`src/dcrb_regs.svh`:
```
// dcrb_regs.svh: register addresses, field positions, reset values and timing counts
// assumes: included by bare name from the register bank sources
`ifndef DCRB_REGS_SVH
`define DCRB_REGS_SVH

`define DCRB_ADDR_W 5
`define DCRB_A_SPCFG 5'h00
`define DCRB_A_DIGCTL 5'h01
`define DCRB_A_FTW 5'h0A
`define DCRB_A_PHASE 5'h0B
`define DCRB_A_AMPL 5'h0C
`define DCRB_A_OFFS 5'h0D

`define DCRB_SP_SDIO_BIDIR 7
`define DCRB_SP_LSB_FIRST 6
`define DCRB_SP_SOFT_RST 5
`define DCRB_SP_FULL_PD 4
`define DCRB_SP_AUTO_PD 3
`define DCRB_SP_XFER 2
`define DCRB_SP_AUTO_XFER 1
`define DCRB_SPCFG_RST 8'h02
`define DCRB_SPCFG_MASK 8'hFA

`define DCRB_DC_PACC_CLR 14
`define DCRB_DC_CODE_SYNC 13
`define DCRB_DC_SYNC_SEL 12
`define DCRB_DC_PULSE_SYNC 11
`define DCRB_DC_SPEC_INV 10
`define DCRB_DC_INV_SINC 9
`define DCRB_DC_SCLK_OE 8
`define DCRB_DC_INTERP_HI 7
`define DCRB_DC_INTERP_LO 6
`define DCRB_DC_MISC_HI 5
`define DCRB_DIGCTL_RST 16'h0100
`define DCRB_DIGCTL_MASK 16'h7FFF

`define DCRB_FTW_RST 32'h00000000
`define DCRB_PHASE_RST 32'h00000000
`define DCRB_AMPL_RST 24'h010080
`define DCRB_OFFS_RST 32'h00000000

`define DCRB_MCLK_KHZ 125000
`define DCRB_WAKE_MS 250
`define DCRB_WAKE_CYCLES (`DCRB_WAKE_MS * `DCRB_MCLK_KHZ)
`define DCRB_AUTO_PD_IDLE_CYCLES 1024

`endif

```
`src/dcrb_pkg.sv`:
```
// dcrb_pkg.sv: types shared by the converter control register bank
// assumes: nothing beyond a SystemVerilog compiler
package dcrb_pkg;

	typedef enum logic [1:0] {
		PWR_RUN,
		PWR_AUTO_LOW,
		PWR_DOWN,
		PWR_WAKE
	} dcrb_pwr_e;

	typedef struct packed {
		logic phase_acc_clear;
		logic code_sequence_sync_on;
		logic sync_sel_code;
		logic pulse_sync_on;
		logic spectral_invert;
		logic inv_sinc_on;
		logic sample_clock_out_oe;
		logic [1:0] interp_code;
		logic [3:0] interp_factor;
		logic [5:0] data_path_misc;
	} dcrb_ctrl_s;

	typedef struct packed {
		logic [31:0] ftw;
		logic [31:0] phase;
		logic [23:0] ampl;
		logic [31:0] offs;
	} dcrb_words_s;

endpackage

```
`src/dcrb_top.sv`:
```
// dcrb_top.sv: control register bank of a dual converter with complex oscillator
// assumes: a serial port controller on MCLK presents decoded register accesses,
// one strobe per completed register write or read; the gate pin is asynchronous
`timescale 1ns/1ps
`default_nettype none
`include "dcrb_regs.svh"

// Contract
// - full power-down holds everything until cleared; the code only sets the power outputs and stops the sample clock pin
// - auto power-down after long gate idle
// - transfer bit copies staged words together
// - transfer bit clears itself after copying
// - manual mode: staged writes wait for transfer
// - auto mode: writes apply right after completion
// - digital control: two bytes at 0x01
// - clear bit holds phase accumulator reset
// - code sync enable turns code mode on
// - select bit: pulse zero, code one
// - pulse sync enable turns pulse mode on
// - inversion bit picks low-side image
// - inverse sinc bit inserts filter when one
// - sample clock pin driven when bit one; the code holds it off in full power-down
// - interpolation code gives 1x 2x 4x 8x
// - both power-down bits reset to zero
// - configuration register: one byte at 0x00
module dcrb_top #(
	parameter int unsigned WAKE_CYCLES = `DCRB_WAKE_CYCLES,
	parameter int unsigned AUTO_PD_IDLE_CYCLES = `DCRB_AUTO_PD_IDLE_CYCLES
) (
	// clock and reset
	input wire logic MCLK,
	input wire logic RST_N,
	// decoded register access
	input wire logic REG_WR_STB,
	input wire logic REG_RD_STB,
	input wire logic [`DCRB_ADDR_W-1:0] REG_ADDR,
	input wire logic [31:0] REG_WDATA,
	output logic [31:0] REG_RDATA,
	output logic REG_RD_VALID,
	// device pins
	input wire logic TRANSMIT_GATE_PIN,
	// control outputs
	output var dcrb_pkg::dcrb_ctrl_s CTRL,
	output var dcrb_pkg::dcrb_words_s WORDS,
	output logic [2:0] SERIAL_MODE,
	output logic XFER_DONE,
	// power state
	output logic FULL_POWER_DOWN,
	output logic LOW_POWER,
	output logic ANALOG_READY
);

	logic [7:0] spcfg_reg;
	logic xfer_pend_reg;
	logic auto_pend_reg;
	logic [15:0] digctl_reg;
	logic [31:0] ftw_reg;
	logic [31:0] phase_reg;
	logic [23:0] ampl_reg;
	logic [31:0] offs_reg;
	logic tx_meta_reg;
	logic tx_sync_reg;
	logic [31:0] idle_cnt_reg;
	logic [31:0] wake_cnt_reg;
	dcrb_pkg::dcrb_pwr_e pwr_reg;
	dcrb_pkg::dcrb_pwr_e pwr_next;
	logic wr_spcfg;
	logic wr_digctl;
	logic wr_stage;
	logic load_active;
	logic full_pd_bit;
	logic auto_pd_bit;
	logic idle_long;
	logic wake_done;

	// true for the four staged oscillator and correction words
	function automatic logic is_stage_addr(input logic [`DCRB_ADDR_W-1:0] a);
		is_stage_addr = (a == `DCRB_A_FTW) || (a == `DCRB_A_PHASE) ||
			(a == `DCRB_A_AMPL) || (a == `DCRB_A_OFFS);
	endfunction

	function automatic logic [3:0] interp_rate(input logic [1:0] code);
		case (code)
			2'h0: interp_rate = 4'h1;
			2'h1: interp_rate = 4'h2;
			2'h2: interp_rate = 4'h4;
			default: interp_rate = 4'h8;
		endcase
	endfunction

	assign wr_spcfg = REG_WR_STB && (REG_ADDR == `DCRB_A_SPCFG);
	assign wr_digctl = REG_WR_STB && (REG_ADDR == `DCRB_A_DIGCTL);
	assign wr_stage = REG_WR_STB && is_stage_addr(REG_ADDR);
	assign load_active = xfer_pend_reg || auto_pend_reg;
	assign full_pd_bit = spcfg_reg[`DCRB_SP_FULL_PD];
	assign auto_pd_bit = spcfg_reg[`DCRB_SP_AUTO_PD];
	assign idle_long = (idle_cnt_reg == 32'(AUTO_PD_IDLE_CYCLES));
	assign wake_done = (wake_cnt_reg >= 32'(WAKE_CYCLES - 1));

	// configuration byte; the transfer bit lives in its own flop
	always_ff @(posedge MCLK) begin
		if (!RST_N) begin
			spcfg_reg <= `DCRB_SPCFG_RST;
		end else if (wr_spcfg) begin
			spcfg_reg <= REG_WDATA[7:0] & `DCRB_SPCFG_MASK;
		end
	end

	// a new request in the copy cycle stays pending
	always_ff @(posedge MCLK) begin
		if (!RST_N) begin
			xfer_pend_reg <= 1'b0;
		end else if (wr_spcfg && REG_WDATA[`DCRB_SP_XFER]) begin
			xfer_pend_reg <= 1'b1;
		end else if (xfer_pend_reg) begin
			xfer_pend_reg <= 1'b0;
		end
	end

	always_ff @(posedge MCLK) begin
		if (!RST_N) begin
			auto_pend_reg <= 1'b0;
		end else begin
			auto_pend_reg <= wr_stage && spcfg_reg[`DCRB_SP_AUTO_XFER];
		end
	end

	always_ff @(posedge MCLK) begin
		if (!RST_N) begin
			digctl_reg <= `DCRB_DIGCTL_RST;
		end else if (wr_digctl) begin
			digctl_reg <= REG_WDATA[15:0] & `DCRB_DIGCTL_MASK;
		end
	end

	// staged words
	always_ff @(posedge MCLK) begin
		if (!RST_N) begin
			ftw_reg <= `DCRB_FTW_RST;
			phase_reg <= `DCRB_PHASE_RST;
			ampl_reg <= `DCRB_AMPL_RST;
			offs_reg <= `DCRB_OFFS_RST;
		end else if (REG_WR_STB) begin
			if (REG_ADDR == `DCRB_A_FTW) begin
				ftw_reg <= REG_WDATA;
			end
			if (REG_ADDR == `DCRB_A_PHASE) begin
				phase_reg <= REG_WDATA;
			end
			if (REG_ADDR == `DCRB_A_AMPL) begin
				ampl_reg <= REG_WDATA[23:0];
			end
			if (REG_ADDR == `DCRB_A_OFFS) begin
				offs_reg <= REG_WDATA;
			end
		end
	end

	// active words change only together
	always_ff @(posedge MCLK) begin
		if (!RST_N) begin
			WORDS.ftw <= `DCRB_FTW_RST;
			WORDS.phase <= `DCRB_PHASE_RST;
			WORDS.ampl <= `DCRB_AMPL_RST;
			WORDS.offs <= `DCRB_OFFS_RST;
		end else if (load_active) begin
			WORDS.ftw <= ftw_reg;
			WORDS.phase <= phase_reg;
			WORDS.ampl <= ampl_reg;
			WORDS.offs <= offs_reg;
		end
	end

	always_ff @(posedge MCLK) begin
		if (!RST_N) begin
			XFER_DONE <= 1'b0;
		end else begin
			XFER_DONE <= load_active;
		end
	end

	// digital control fields towards the datapath
	always_ff @(posedge MCLK) begin
		if (!RST_N) begin
			CTRL <= '0;
			SERIAL_MODE <= 3'h0;
		end else begin
			CTRL.phase_acc_clear <= digctl_reg[`DCRB_DC_PACC_CLR];
			CTRL.code_sequence_sync_on <= digctl_reg[`DCRB_DC_CODE_SYNC];
			CTRL.sync_sel_code <= digctl_reg[`DCRB_DC_SYNC_SEL];
			CTRL.pulse_sync_on <= digctl_reg[`DCRB_DC_PULSE_SYNC];
			CTRL.spectral_invert <= digctl_reg[`DCRB_DC_SPEC_INV];
			CTRL.inv_sinc_on <= digctl_reg[`DCRB_DC_INV_SINC];
			CTRL.sample_clock_out_oe <= digctl_reg[`DCRB_DC_SCLK_OE] &&
				(pwr_next != dcrb_pkg::PWR_DOWN);
			CTRL.interp_code <= digctl_reg[`DCRB_DC_INTERP_HI:`DCRB_DC_INTERP_LO];
			CTRL.interp_factor <= interp_rate(
				digctl_reg[`DCRB_DC_INTERP_HI:`DCRB_DC_INTERP_LO]);
			CTRL.data_path_misc <= digctl_reg[`DCRB_DC_MISC_HI:0];
			SERIAL_MODE <= spcfg_reg[`DCRB_SP_SDIO_BIDIR:`DCRB_SP_SOFT_RST];
		end
	end

	// gate pin synchroniser
	always_ff @(posedge MCLK) begin
		if (!RST_N) begin
			tx_meta_reg <= 1'b0;
			tx_sync_reg <= 1'b0;
		end else begin
			tx_meta_reg <= TRANSMIT_GATE_PIN;
			tx_sync_reg <= tx_meta_reg;
		end
	end

	// saturating count of cycles with the gate low
	always_ff @(posedge MCLK) begin
		if (!RST_N) begin
			idle_cnt_reg <= 32'h00000000;
		end else if (tx_sync_reg) begin
			idle_cnt_reg <= 32'h00000000;
		end else if (!idle_long) begin
			idle_cnt_reg <= idle_cnt_reg + 32'h00000001;
		end
	end

	always_comb begin
		pwr_next = pwr_reg;
		case (pwr_reg)
			dcrb_pkg::PWR_RUN: begin
				if (full_pd_bit) begin
					pwr_next = dcrb_pkg::PWR_DOWN;
				end else if (auto_pd_bit && idle_long) begin
					pwr_next = dcrb_pkg::PWR_AUTO_LOW;
				end
			end
			dcrb_pkg::PWR_AUTO_LOW: begin
				if (full_pd_bit) begin
					pwr_next = dcrb_pkg::PWR_DOWN;
				end else if (!auto_pd_bit || tx_sync_reg) begin
					pwr_next = dcrb_pkg::PWR_RUN;
				end
			end
			dcrb_pkg::PWR_DOWN: begin
				if (!full_pd_bit) begin
					pwr_next = dcrb_pkg::PWR_WAKE;
				end
			end
			dcrb_pkg::PWR_WAKE: begin
				if (full_pd_bit) begin
					pwr_next = dcrb_pkg::PWR_DOWN;
				end else if (wake_done) begin
					pwr_next = dcrb_pkg::PWR_RUN;
				end
			end
			default: begin
				pwr_next = dcrb_pkg::PWR_RUN;
			end
		endcase
	end

	always_ff @(posedge MCLK) begin
		if (!RST_N) begin
			pwr_reg <= dcrb_pkg::PWR_RUN;
		end else begin
			pwr_reg <= pwr_next;
		end
	end

	// analog settling time after leaving full power-down
	always_ff @(posedge MCLK) begin
		if (!RST_N) begin
			wake_cnt_reg <= 32'h00000000;
		end else if (pwr_reg == dcrb_pkg::PWR_WAKE) begin
			wake_cnt_reg <= wake_cnt_reg + 32'h00000001;
		end else begin
			wake_cnt_reg <= 32'h00000000;
		end
	end

	always_ff @(posedge MCLK) begin
		if (!RST_N) begin
			FULL_POWER_DOWN <= 1'b0;
			LOW_POWER <= 1'b0;
			ANALOG_READY <= 1'b1;
		end else begin
			FULL_POWER_DOWN <= (pwr_next == dcrb_pkg::PWR_DOWN);
			LOW_POWER <= (pwr_next == dcrb_pkg::PWR_DOWN) ||
				(pwr_next == dcrb_pkg::PWR_AUTO_LOW);
			ANALOG_READY <= (pwr_next == dcrb_pkg::PWR_RUN) ||
				(pwr_next == dcrb_pkg::PWR_AUTO_LOW);
		end
	end

	// readback; unmapped addresses read zero
	always_ff @(posedge MCLK) begin
		if (!RST_N) begin
			REG_RDATA <= 32'h00000000;
			REG_RD_VALID <= 1'b0;
		end else begin
			REG_RD_VALID <= REG_RD_STB;
			if (REG_RD_STB) begin
				case (REG_ADDR)
					`DCRB_A_SPCFG: REG_RDATA <= {24'h000000, spcfg_reg[7:3],
						xfer_pend_reg, spcfg_reg[1:0]};
					`DCRB_A_DIGCTL: REG_RDATA <= {16'h0000, digctl_reg};
					`DCRB_A_FTW: REG_RDATA <= ftw_reg;
					`DCRB_A_PHASE: REG_RDATA <= phase_reg;
					`DCRB_A_AMPL: REG_RDATA <= {8'h00, ampl_reg};
					`DCRB_A_OFFS: REG_RDATA <= offs_reg;
					default: REG_RDATA <= 32'h00000000;
				endcase
			end
		end
	end

endmodule

`default_nettype wire

```
`config.mk`:
```
export PLATFORM = sky130hd
export DESIGN_NAME = dcrb_top
export DESIGN_NICKNAME = d
export VERILOG_FILES = /design/src/dcrb_pkg.sv /design/src/dcrb_top.sv
export VERILOG_INCLUDE_DIRS = /design/src
export SDC_FILE = /design/constraint.sdc
export NUM_CORES = 1
export LEC_CHECK = 0
export BUFFER_PORTS_ARGS = -buffer_cell sky130_fd_sc_hd__buf_4
export CAP_MARGIN = 5
export CORE_ASPECT_RATIO = 1.4
export CORE_MARGIN = 2
export CORE_UTILIZATION = 57
export CTS_CLUSTER_DIAMETER = 150
export DETAILED_ROUTE_END_ITERATION = 12
export PLACE_DENSITY = 0.92
export REMOVE_ABC_BUFFERS = 1
export SLEW_MARGIN = 20
export SYNTH_ARGS = -nofsm -noshare
export SYNTH_HDL_FRONTEND = slang
export SYNTH_SLANG_ARGS = --single-unit
```
`constraint.sdc`:
```
create_clock -name MCLK -period 5.35 [get_ports MCLK]
set_clock_uncertainty 0.2 [all_clocks]
set_input_delay 0.535 -clock MCLK [delete_from_list [all_inputs] [get_ports MCLK]]
set_output_delay 0.535 -clock MCLK [all_outputs]
set_load 0.01 [all_outputs]
```
### After elaboration in Yosys (flattened, before gate mapping)

Index checks and enable logic that the tools add are counted.

* $add $sub $neg: 2
* order comparisons: 1
* eq/ne operators: 14
* muxes and demuxes: 11
* bitwise operators: 1
* reductions and logical operators: 25

Operators with widths (number)
* 32-bit one-hot mux with 6 select lines: 1
* 32-bit by 1-bit adder with 32-bit output (second input constant): 2
* 32-bit by 11-bit == test with 1-bit output (second input constant): 1
* 32-bit by 25-bit >= comparator with 1-bit output (second input constant): 1
* 5-bit by 4-bit == test with 1-bit output (second input constant): 4
* 2-bit 2-to-1 mux: 7
* 4-bit one-hot mux with 3 select lines: 1
* 2-bit AND reduction: 5
* 2-bit == test (second input constant): 4
* 2-bit one-hot mux with 4 select lines: 1
* 1-bit logical AND: 7
* 1-bit logical OR: 7
* 2-bit by 1-bit == test with 1-bit output (second input constant): 3
* 2-bit zero test: 3
* 5-bit by 1-bit == test with 1-bit output (second input constant): 1
* 5-bit zero test: 1
* 2-bit inequality test (second input constant): 1
* 2-bit OR reduction: 1
* 1-bit zero test: 1
* 1-bit 2-to-1 mux: 1
* 1-bit NOT: 1

* register bits: 390
* bits of input ports: 42
* output and inout port bits: 179
* logic and storage cells: 88

### Longest topological paths before layout

Gate-level depths: netlist of the first run.

* depth after elaboration: 7
* depth in mapped cells: 9
* mapped depth without buffers: 9

### Least setup slack after synthesis of the first run

Ideal clock, no wire load.

* kind: input-to-reg
* start: in REG_ADDR[2]
* end: reg digctl_reg[10]
* library setup time: 0.070 ns
* data arrival time: 1.947 ns
* required time: 5.080 ns
* slack: 3.133 ns
* stages: 9
* path buffers: 4
* cell sequence: buf_6 or4_4 buf_6 nor2_8 and2_4 buf_6 buf_12 nand2_2 a21oi_2

* cells in the longest elaborated chain, start to end: 2

Ends and longest elaborated chain
* start: declaration: line dcrb_top.sv:36 `` input wire logic [`DCRB_ADDR_W-1:0] REG_ADDR, ``
* 5-bit by 1-bit == test with 1-bit output
* 1-bit logical AND: line dcrb_top.sv:92 `` assign wr_digctl = REG_WR_STB && (REG_ADDR == `DCRB_A_DIGCTL); ``
* end signal: assignment: line dcrb_top.sv:130 `` digctl_reg <= `DCRB_DIGCTL_RST; ``
* end signal: assignment: line dcrb_top.sv:132 `` digctl_reg <= REG_WDATA[15:0] & `DCRB_DIGCTL_MASK; ``
* end: declaration: line dcrb_top.sv:56 `logic [15:0] digctl_reg;`

No other way between the ends.
A chain may end at the register's enable or synchronous reset.

### Worst setup path in the final report of the first run

* start: in REG_ADDR[0]
* end: reg phase_reg[25]

* cells in the longest elaborated chain, start to end: 2

Ends and longest elaborated chain
* 5-bit by 4-bit == test with 1-bit output
* 2-bit AND reduction (no source line)
* end signal: assignment: line dcrb_top.sv:140 `` phase_reg <= `DCRB_PHASE_RST; ``
* end: declaration: line dcrb_top.sv:58 `logic [31:0] phase_reg;`

No other way between the ends.

==> impl_metrics.py, run 1 <==
metrics = {
    "logic_synthesis": {
        "synth-edff-count": 0,
        "syn_area_um2": 15000,
        "synthAdderAreaFrac_pct": 0.334,
        "synth_xor_area_share_pct": 3.33,
        "postSynthCellCount": 1795,
        "synthFlopType": "dfxtp_1",
        "async_reset_ff_share_pct": 0,
        "synth_seq_cells": 390,
        "synth.avg_cell_area_um2": 8.34,
        "synth-simple-area-share_pct": 23.3,
        "synth_top_family_by_area": "simple AND/OR/NAND/NOR gates",
        "synth.area.mux_share_pct": 2.54,
        "synth_seq_area_share_pct": 52.1,
        "synth_cell_types": 58,
        "synth_compound_area_share_pct": 14.4,
        "synth_warnings": 0,
    },
    "power": {
        "switching_share_pct": 21.7,
        "p_seq_share_pct": 51.6,
        "power.total_mw": 5.70,
        "intPower_mw": 4.46,
        "peakVddDrop_v": 0.000278,
        "p_switching_mw": 1.24,
        "clock_power_share_pct": 44.5,
        "pwr-share-comb_pct": 3.9,
        "powerDensity_nw_per_um2": 321,
        "p_leak_nw": 6.44,
    },
    "floorplan": {
        "dieArea_um2": 27600,
        "start_util_pct": 57.6,
        "die_y_um": 196,
        "core-area_um2": 26000,
        "row_count": 70,
        "ios": 221,
        "die_width_um": 141,
    },
    "sta": {
        "setup_viol": 0,
        "tns_ns": 0,
        "rsz0062_at_grt": "false",
        "max_freq_mhz": 317,
        "drv_slew": 0,
        "period_needed_ns": 3.15,
        "relSlewSlack_pct": 26.9,
        "fin_crit_sh_pct": 59.0,
        "finalHoldViolations": 0,
        "worst_slew_pin_slew_ns": 1.10,
    },
    "routing": {
        "viasPerCell": 5.98,
        "drtAntennaViolNets": 0,
        "drt-total-wl_um": 42500,
        "avgRoutedWirePerCell_um": 18.6,
        "drt_iter0_drc": 1251,
        "drcViolationCount": 0,
        "via_count": 13655,
        "drtPass1Iterations": 6,
    },
    "global_routing": {
        "grt_max_degree": 183,
        "track_usage_pct": 29.6,
        "antenna_found_initial": 3,
        "grt_pass1_vias": 13195,
        "grt_pass1_wl_um": 66500,
        "grt-ovfl-total": 0,
    },
    "setup_path": {
        "cp_max_fo": 34,
        "critPathRequiredTime_ns": 5.58,
        "path_class": "primary input to register",
        "cp.arrival_ns": 3.39,
        "end_kind": "register",
        "start_kind": "primary input",
    },
    "clock_tree": {
        "cts.sinks": 390,
        "ctsResizeCount": 0,
        "post_cts_buffers": 0,
        "cts.path.max_buffers": 3,
        "clk_pin_slew_ns": 0.06,
        "clock_latency_ns": 0.52,
        "cts_tree": "yes",
        "cts_hold_buf": 0,
        "cts_buffers": 36,
        "cts_max_level": 2,
        "cts-root-buf": "clkbuf_16",
    },
    "min_path": {
        "hold_class": "primary input to register",
    },
    "finish": {
        "drive_gt1_share_pct": 16.4,
        "fillers": 1908,
        "area_growth_pct": 18.7,
        "nets": 1981,
        "top_register": "WORDS",
        "largest_register_ffs": 120,
    },
    "outcome": {
        "status": "complete, no violations",
    },
    "placement": {
        "port-buffer-count": 220,
        "hpwl_um": 26400,
        "place_congestion": 0.858,
    },
    "job": {
        "drv_cap": 0,
    },
}
-- cell type report --
cell class | count | area (um^2) | share of cell area (%)
antenna | 2 | 5.00 | 0.0282
clock buffer | 54 | 1100 | 6.19
clock inverter | 7 | 62.6 | 0.352
inverter | 16 | 67.6 | 0.380
multi-input combinational | 1263 | 6620 | 37.2
sequential | 390 | 7810 | 43.9
tap | 324 | 405 | 2.28
timing repair buffer | 228 | 1710 | 9.63
-- layout by cell type (no fill, tap or decap), drive strengths merged, types with 4 or more instances in the layout --
master,Yosys,layout
a21oi,266,266
a221o,8,8
a221oi,12,12
a222oi,8,8
a22o,12,12
a22oi,4,4
a2bb2oi,5,5
and2,34,34
and3,10,10
and4,8,8
buf,26,228
clkbuf,100,54
clkinv,0,5
dfxtp,390,390
ha,4,4
inv,16,16
mux2i,38,38
nand2,540,540
nand3,33,33
nand4,15,15
nor2,90,90
nor3,17,17
nor3b,4,4
nor4,31,31
o21ai,14,14
o22ai,7,7
o2bb2ai,16,16
or3,5,5
xnor2,39,39
xor2,18,18
-- critical path, stage by stage --
cell     delay [ns]
buf_4          0.54
inv_2          0.20
nor4_4         0.93
and2_2         0.79
nand2_1        0.17
a21oi_1        0.19
-- worst paths after layout --
| check | start | end | slack, ns | cells past startpoint |
|---|---|---|---|---|
| worst max-delay path | REG_ADDR[0] | phase_reg[25]$_SDFFE_PN0P_ | 2.20 | 6 |
| worst min register to register | WORDS[26]$_SDFFE_PN0P_ | WORDS[26]$_SDFFE_PN0P_ | 0.25 | 2 |
| worst min-delay path | TRANSMIT_GATE_PIN | tx_meta_reg$_SDFF_PN0_ | 0.04 | 2 |
| worst max register to register | idle_cnt_reg[0]$_SDFFE_PP0P_ | CTRL[12]$_SDFF_PN0_ | 2.66 | 9 |
-- stage by stage --
| stage | instances | setup slack [ns] | cell area (um^2) | hold slack, ns | utilization, % |
|---|---|---|---|---|---|
| floorplan | 1669 | 0.774 | 14400 | 0.212 | - |
| global placement | 2221 | 1.89 | 16600 | 0.214 | 63.8 |
| detailed placement | 2221 | 1.77 | 16600 | 0.226 | 63.8 |
| CTS | 2282 | 2.29 | 17800 | 0.0323 | 68.3 |
| global route | 2284 | 2.03 | 17800 | 0.0427 | 68.3 |
| finish | 2284 | 2.20 | 17800 | 0.0372 | 68.3 |
-- cells by family after synthesis --
family | Yosys count
muxes | 38
and+or+nand+nor | 801
adders and majority gates | 4
buffers and inverters | 142
DFF | 390
AOI/OAI and AO/OA | 363
xor gates and xnor gates | 57
-- power groups by stage --
stage                     logic (mW)  clock network, mW  registers [mW]
after floorplan               0.0969                  0            3.01
after global placement         0.209                  0            3.01
after detailed placement       0.214                  0            3.01
after CTS                      0.215               2.55            2.94
after global routing           0.235               2.66            2.94
final                          0.220               2.54            2.94
-- Yosys cell counts, types with 4 or more instances --
master	instances	area share, %
a22oi_1	4	0.20
nand3_1	33	1.1
ha_1	4	0.33
nor3_1	17	0.57
a221o_1	8	0.53
and4_1	8	0.47
a22o_1	12	0.70
inv_1	14	0.35
nor4_1	29	1.2
nand4_1	15	0.63
xor2_1	18	1.1
a2bb2oi_1	5	0.29
and2_1	30	1.3
xnor2_1	39	2.3
o22ai_1	7	0.29
nor2_1	88	2.2
a21oi_2	9	0.53
mux2i_1	38	2.5
or3_1	5	0.21
nand2_1	531	13
a222oi_1	8	0.53
clkbuf_1	100	2.5
o21ai_0	14	0.47
nor3b_1	4	0.20
a221oi_1	12	0.70
o2bb2ai_1	16	0.94
nand2_2	9	0.38
a21oi_1	257	8.6
and3_1	10	0.42
buf_2	17	0.57
dfxtp_1	390	52
buf_1	5	0.13
-- layer usage --
layer / wire [um] / GRT usage, % / part of all wire, %
met1: 15100 / 32.6 / 36
met2: 21000 / 51.6 / 50
met3: 3690 / 6.66 / 8.7
met4: 2620 / 18.6 / 6.2
met5: 16 / 0 / 0.038
Power figures use the tool's default switching activity.
==> inputs of run 2 (changes only) <==
- CORE_UTILIZATION: 57 -> 51
- PLACE_DENSITY: 0.92 -> 0.87
- clock period: 5.35 -> 2.8 ns (I/O delays scaled with it)
==> impl_metrics.py, run 2 (synthesis results as in run 1) <==
metrics = {
    "outcome": {
        "status": "complete, no violations",
    },
    "setup_path": {
        "cp.arrival_ns": 2.71,
        "ff2ff_path_depth": 9,
        "start_kind": "register",
        "cp.buffers_inverters": 1,
        "cpMostUsedCell": "ha_1",
        "cp_max_fo": 4,
        "r2r-start": "idle_cnt_reg[0]$_SDFFE_PP0P_",
        "critical_path.startpoint": "idle_cnt_reg[0]$_SDFFE_PP0P_",
        "timing.rr.end": "CTRL[12]$_SDFF_PN0_",
        "end_kind": "register",
        "cpPeakStageDelay_ns": 0.34,
        "critPathRequiredTime_ns": 3.05,
        "r2r_slack_ns": 0.34,
        "path_class": "register to register",
        "worst_path_max_delay_cell": "dfxtp_1",
        "crit_chain": "inv_1 > ha_1 > nor4b_1 > nand4_1 > nor3_1 > a211oi_1 > a211o_1 > ha_1 > nor3b_1",
        "cpLargestDelayFamily": "simple AND/OR/NAND/NOR gates",
    },
    "placement": {
        "port-buffer-count": 220,
        "pre_cts_slack_ns": 0.369,
        "place_congestion": 0.870,
        "hpwl_um": 28200,
    },
    "min_path": {
        "hp-start": "REG_ADDR[2]",
        "hold_class": "primary input to register",
        "worstHoldPathCells": 3,
        "holdPathEnd": "auto_pend_reg$_SDFF_PN0_",
    },
    "floorplan": {
        "ios": 221,
        "die_width_um": 149,
        "dieArea_um2": 30800,
        "row_count": 74,
        "core-area_um2": 29100,
        "die_y_um": 207,
        "start_util_pct": 51.5,
    },
    "global_routing": {
        "grt_pass1_wl_um": 68400,
        "grt_pass1_vias": 13404,
        "grt-ovfl-total": 0,
        "grt_max_degree": 126,
        "track_usage_pct": 27.8,
        "antenna_found_initial": 0,
    },
    "routing": {
        "drt_iter0_drc": 1083,
        "viasPerCell": 5.72,
        "avgRoutedWirePerCell_um": 18.1,
        "drtPass1Iterations": 6,
        "drt-total-wl_um": 43700,
        "drcViolationCount": 0,
        "drtAntennaViolNets": 0,
        "via_count": 13786,
    },
    "finish": {
        "largest_register_ffs": 120,
        "top_register": "WORDS",
        "finish.utilization_pct": 63.9,
        "layout_common_cells": "nand2_1, dfxtp_1, a21oi_1, buf_4, nor2_1",
        "diodes": 0,
        "area_growth_pct": 24.1,
        "nets": 2050,
        "layout_commonest_cell": "nand2_1",
        "drive_gt1_share_pct": 17.3,
    },
    "sta": {
        "fin_ws_ns": 0.344,
        "fin_crit_sh_pct": 87.7,
        "worst_slew_pin_slew_ns": 1.15,
        "finalHoldViolations": 0,
        "setup_viol": 0,
        "max_freq_mhz": 407,
        "period_needed_ns": 2.46,
        "drv_slew": 0,
        "rsz0062_at_grt": "false",
        "relSlewSlack_pct": 23.3,
    },
    "power": {
        "intPower_mw": 8.77,
        "clock_power_share_pct": 45.4,
        "p_leak_nw": 6.80,
        "p_switching_mw": 2.44,
        "pwr-share-comb_pct": 4.4,
        "switching_share_pct": 21.8,
        "peakVddDrop_v": 0.000455,
        "p_seq_share_pct": 50.2,
        "powerDensity_nw_per_um2": 603,
        "power.total_mw": 11.2,
    },
    "clock_tree": {
        "cts-root-buf": "clkbuf_16",
        "post_cts_buffers": 0,
        "clock_latency_ns": 0.53,
        "cts.path.max_buffers": 3,
        "cts_tree": "yes",
        "cts_buffers": 37,
        "cts.sinks": 390,
        "clk_pin_slew_ns": 0.06,
        "cts_max_level": 2,
    },
    "job": {
        "drv_cap": 0,
    },
}
## run 2: changes by cell type in the layout (fill, tap and decap cells not counted), moves of 2 or more
cell | before | now
buf_12 | 0 | 5
diode_2 | 2 | 0
dlygate4sd3_1 | 0 | 40
buf_4 | 228 | 251
clkbuf_16 | 37 | 39
## run 2: per-stage QoR
| stage | std cells | hold WS [ns] | setup TNS, ns | area (um^2) |
|---|---|---|---|---|
| detailed placement | 2305 | 0.243 | 0 | 16900 |
| global placement | 2305 | 0.235 | 0 | 16900 |
| global route | 2410 | 0.0326 | 0 | 18600 |
| finish | 2410 | 0.0530 | 0 | 18600 |
| CTS | 2410 | 0.0189 | 0 | 18600 |
| floorplan | 1669 | 0.142 | -235.92 | 14400 |
## run 2: worst max path at each step
stage | to | slack (ns) | depth (start not counted)
2_1_floorplan | WORDS[0]$_SDFFE_PN0P_ | -1.78 | 3
3_3_place_gp | LOW_POWER$_SDFF_PN0_ | 0.46 | 9
3_5_place_dp | CTRL[12]$_SDFF_PN0_ | 0.37 | 8
4_1_cts | CTRL[12]$_SDFF_PN0_ | 0.34 | 8
5_1_grt | CTRL[12]$_SDFF_PN0_ | 0.11 | 8
6_report | CTRL[12]$_SDFF_PN0_ | 0.34 | 9
## run 2: metal layers
layer | GRT usage [%] | wire, um | up-vias
met3 | 6.35 | 3980 | 143
met2 | 47.8 | 21400 | 658
met5 | 0 | 0 | -
li1 | - | - | 6457
met4 | 13.1 | 1960 | 0
met1 | 32.9 | 16400 | 6528
## run 2: tightest hold or removal path: cells and delay by family
kind                      cells  cell delay (ns)
and+or+nand+nor               1             0.18
buffers and inverters         1             0.15
xor gates and xnor gates      1             0.11
## run 2: layout make-up
class	count	area, um^2
sequential	390	7810
tap	380	475
clock buffer	55	1140
clock inverter	10	106
fill	2282	10500
inverter	16	67.6
timing repair buffer	296	2380
multi-input combinational	1263	6610
## run 2: repair_timing
item | in CTS | in global routing
resized for setup | 0 | 0
hold endpoints to repair | 153 | 0
hold buffers | 40 | 0
setup endpoints to repair | 0 | 0
## run 2: power groups by stage
| stage | Sequential, mW | Clock [mW] | Combinational (mW) |
|---|---|---|---|
| 2_1_floorplan | 5.75 | 0 | 0.185 |
| 3_3_place_gp | 5.75 | 0 | 0.425 |
| 3_5_place_dp | 5.75 | 0 | 0.434 |
| 4_1_cts | 5.63 | 5.13 | 0.481 |
| 5_1_grt | 5.63 | 5.36 | 0.520 |
| 6_report | 5.63 | 5.09 | 0.491 |
==> inputs of run 3 (changes only) <==
- BUFFER_PORTS_ARGS: -buffer_cell sky130_fd_sc_hd__buf_4 -> -buffer_cell sky130_fd_sc_hd__buf_2
- CTS_BUF_LIST: unset -> sky130_fd_sc_hd__clkbuf_16
- RECOVER_POWER: unset -> 100
==> impl_metrics.py, run 3 (synthesis results as in run 1) <==
metrics = {
    "outcome": {
        "status": "complete, but fails checks",
        "violations": "max-capacitance violations, max-slew violations",
    },
    "sta": {
        "max_freq_mhz": 377,
        "tns_ns": 0,
        "rsz0062_at_grt": "false",
        "worst_slew_pin_slew_ns": 1.63,
        "period_needed_ns": 2.65,
        "drv_slew": 33,
        "fin_crit_sh_pct": 94.8,
        "setup_viol": 0,
        "relSlewSlack_pct": -9.18,
        "finalHoldViolations": 0,
    },
    "min_path": {
        "hold_class": "primary input to register",
        "worstHoldPathCells": 3,
    },
    "power": {
        "peakVddDrop_v": 0.000456,
        "p_switching_mw": 2.43,
        "p_leak_nw": 5.88,
        "pwr-share-comb_pct": 4.1,
        "switching_share_pct": 22.2,
        "intPower_mw": 8.50,
        "clock_power_share_pct": 44.4,
        "p_seq_share_pct": 51.4,
        "powerDensity_nw_per_um2": 622,
    },
    "setup_path": {
        "ff2ff_path_depth": 9,
        "critPathRequiredTime_ns": 3.02,
        "start_kind": "primary input",
        "end_kind": "register",
        "cp.arrival_ns": 2.88,
        "cp_max_fo": 15,
        "path_class": "primary input to register",
    },
    "clock_tree": {
        "post_cts_buffers": 0,
        "cts_hold_buf": 37,
        "clk_pin_slew_ns": 0.07,
        "cts-root-buf": "clkbuf_16",
        "cts_tree": "yes",
        "clock_latency_ns": 0.54,
        "ctsResizeCount": 0,
        "cts.sinks": 390,
        "cts.path.max_buffers": 3,
        "cts_buffers": 36,
        "cts_max_level": 2,
    },
    "finish": {
        "fillers": 2513,
        "area_growth_pct": 17.5,
        "stdcell_area_um2": 17600,
        "multi_input_comb_area_um2": 6570,
        "final_cells": 2401,
        "layout_commonest_cell": "nand2_1",
        "layout_common_cells": "nand2_1, dfxtp_1, a21oi_1, clkbuf_1, nor2_1",
        "seq_area_um2": 7810,
        "largest_register_ffs": 120,
        "nets": 2041,
        "drive_gt1_share_pct": 7.08,
        "diodes": 0,
        "top_register": "WORDS",
    },
    "placement": {
        "hpwl_um": 28000,
        "placed_area_um2": 16400,
        "port-buffer-count": 220,
        "place_congestion": 0.874,
        "placed_cells_incl_taps": 2300,
    },
    "routing": {
        "drtAntennaViolNets": 0,
        "viasPerCell": 5.71,
        "avgRoutedWirePerCell_um": 18.0,
        "drtPass1Iterations": 6,
        "drt_iter0_drc": 1180,
        "via_count": 13705,
        "drcViolationCount": 0,
        "drt-total-wl_um": 43300,
    },
    "floorplan": {
        "start_util_pct": 51.5,
        "row_count": 74,
        "die_width_um": 149,
        "die_y_um": 207,
        "ios": 221,
        "core-area_um2": 29100,
        "dieArea_um2": 30800,
    },
    "global_routing": {
        "antenna_found_initial": 2,
        "track_usage_pct": 27.4,
        "grt-ovfl-total": 0,
        "grt_pass1_vias": 13310,
        "grt_pass1_wl_um": 67500,
        "grt_max_degree": 169,
    },
    "job": {
        "drv_cap": 1,
    },
}
==> run 3: power groups by stage <==
stage               logic, mW  registers (mW)  clock network (mW)
floorplan               0.185            5.75                   0
global placement        0.401            5.74                   0
detailed placement      0.411            5.74                   0
CTS                     0.456            5.62                4.91
global route            0.481            5.62                5.14
finish                  0.453            5.62                4.86
==> run 3: critical path, stage by stage <==
cell	delay [ns]
buf_2	0.16
or4_1	0.80
nor2_8	0.29
nand2_1	0.44
nand2_1	0.19
nand3_1	0.08
dlygate4sd3_1	0.61
==> run 3: per-layer routing <==
layer	vias up	share of wire [%]	wire length [um]	global-route usage, %
met4	4	5.0	2170	15.3
met5	-	0.062	27	0
met2	660	49	21200	47.2
met3	145	8.7	3760	5.63
met1	6462	37	16200	31.7
li1	6434	-	-	-
==> run 3: final timing paths <==
| kind | start | endpoint | slack (ns) |
|---|---|---|---|
| worst max-delay path | REG_ADDR[2] | digctl_reg[8]$_SDFFE_PN1P_ | 0.15 |
| worst min-delay path | REG_RD_STB | REG_RDATA[2]$_SDFFE_PN0P_ | 0.06 |
| worst max register to register | idle_cnt_reg[0]$_SDFFE_PP0P_ | CTRL[12]$_SDFF_PN0_ | 0.17 |
| worst min register to register | tx_meta_reg$_SDFF_PN0_ | tx_sync_reg$_SDFF_PN0_ | 0.23 |
==> run 3: area by class of cell <==
type                            instances  share of cell area (%)
Timing Repair Buffer                  288                    8.63
Multi-Input combinational cell       1263                    37.4
Tap cell                              380                    2.70
Sequential cell                       390                    44.4
Clock inverter                         27                    1.28
Clock buffer                           37                    5.26
Inverter                               16                   0.384
==> run 3: per-stage QoR <==
step	power [mW]	hold WS, ns	utilization, %	setup slack [ns]
after floorplan	5.93	0.142	-	-1.78
after global placement	6.14	0.219	56.4	0.450
after detailed placement	6.15	0.221	56.4	0.314
after CTS	11.0	0.0216	61.6	0.293
after global routing	11.2	0.0547	60.5	0.0897
final	10.9	0.0567	60.5	0.145
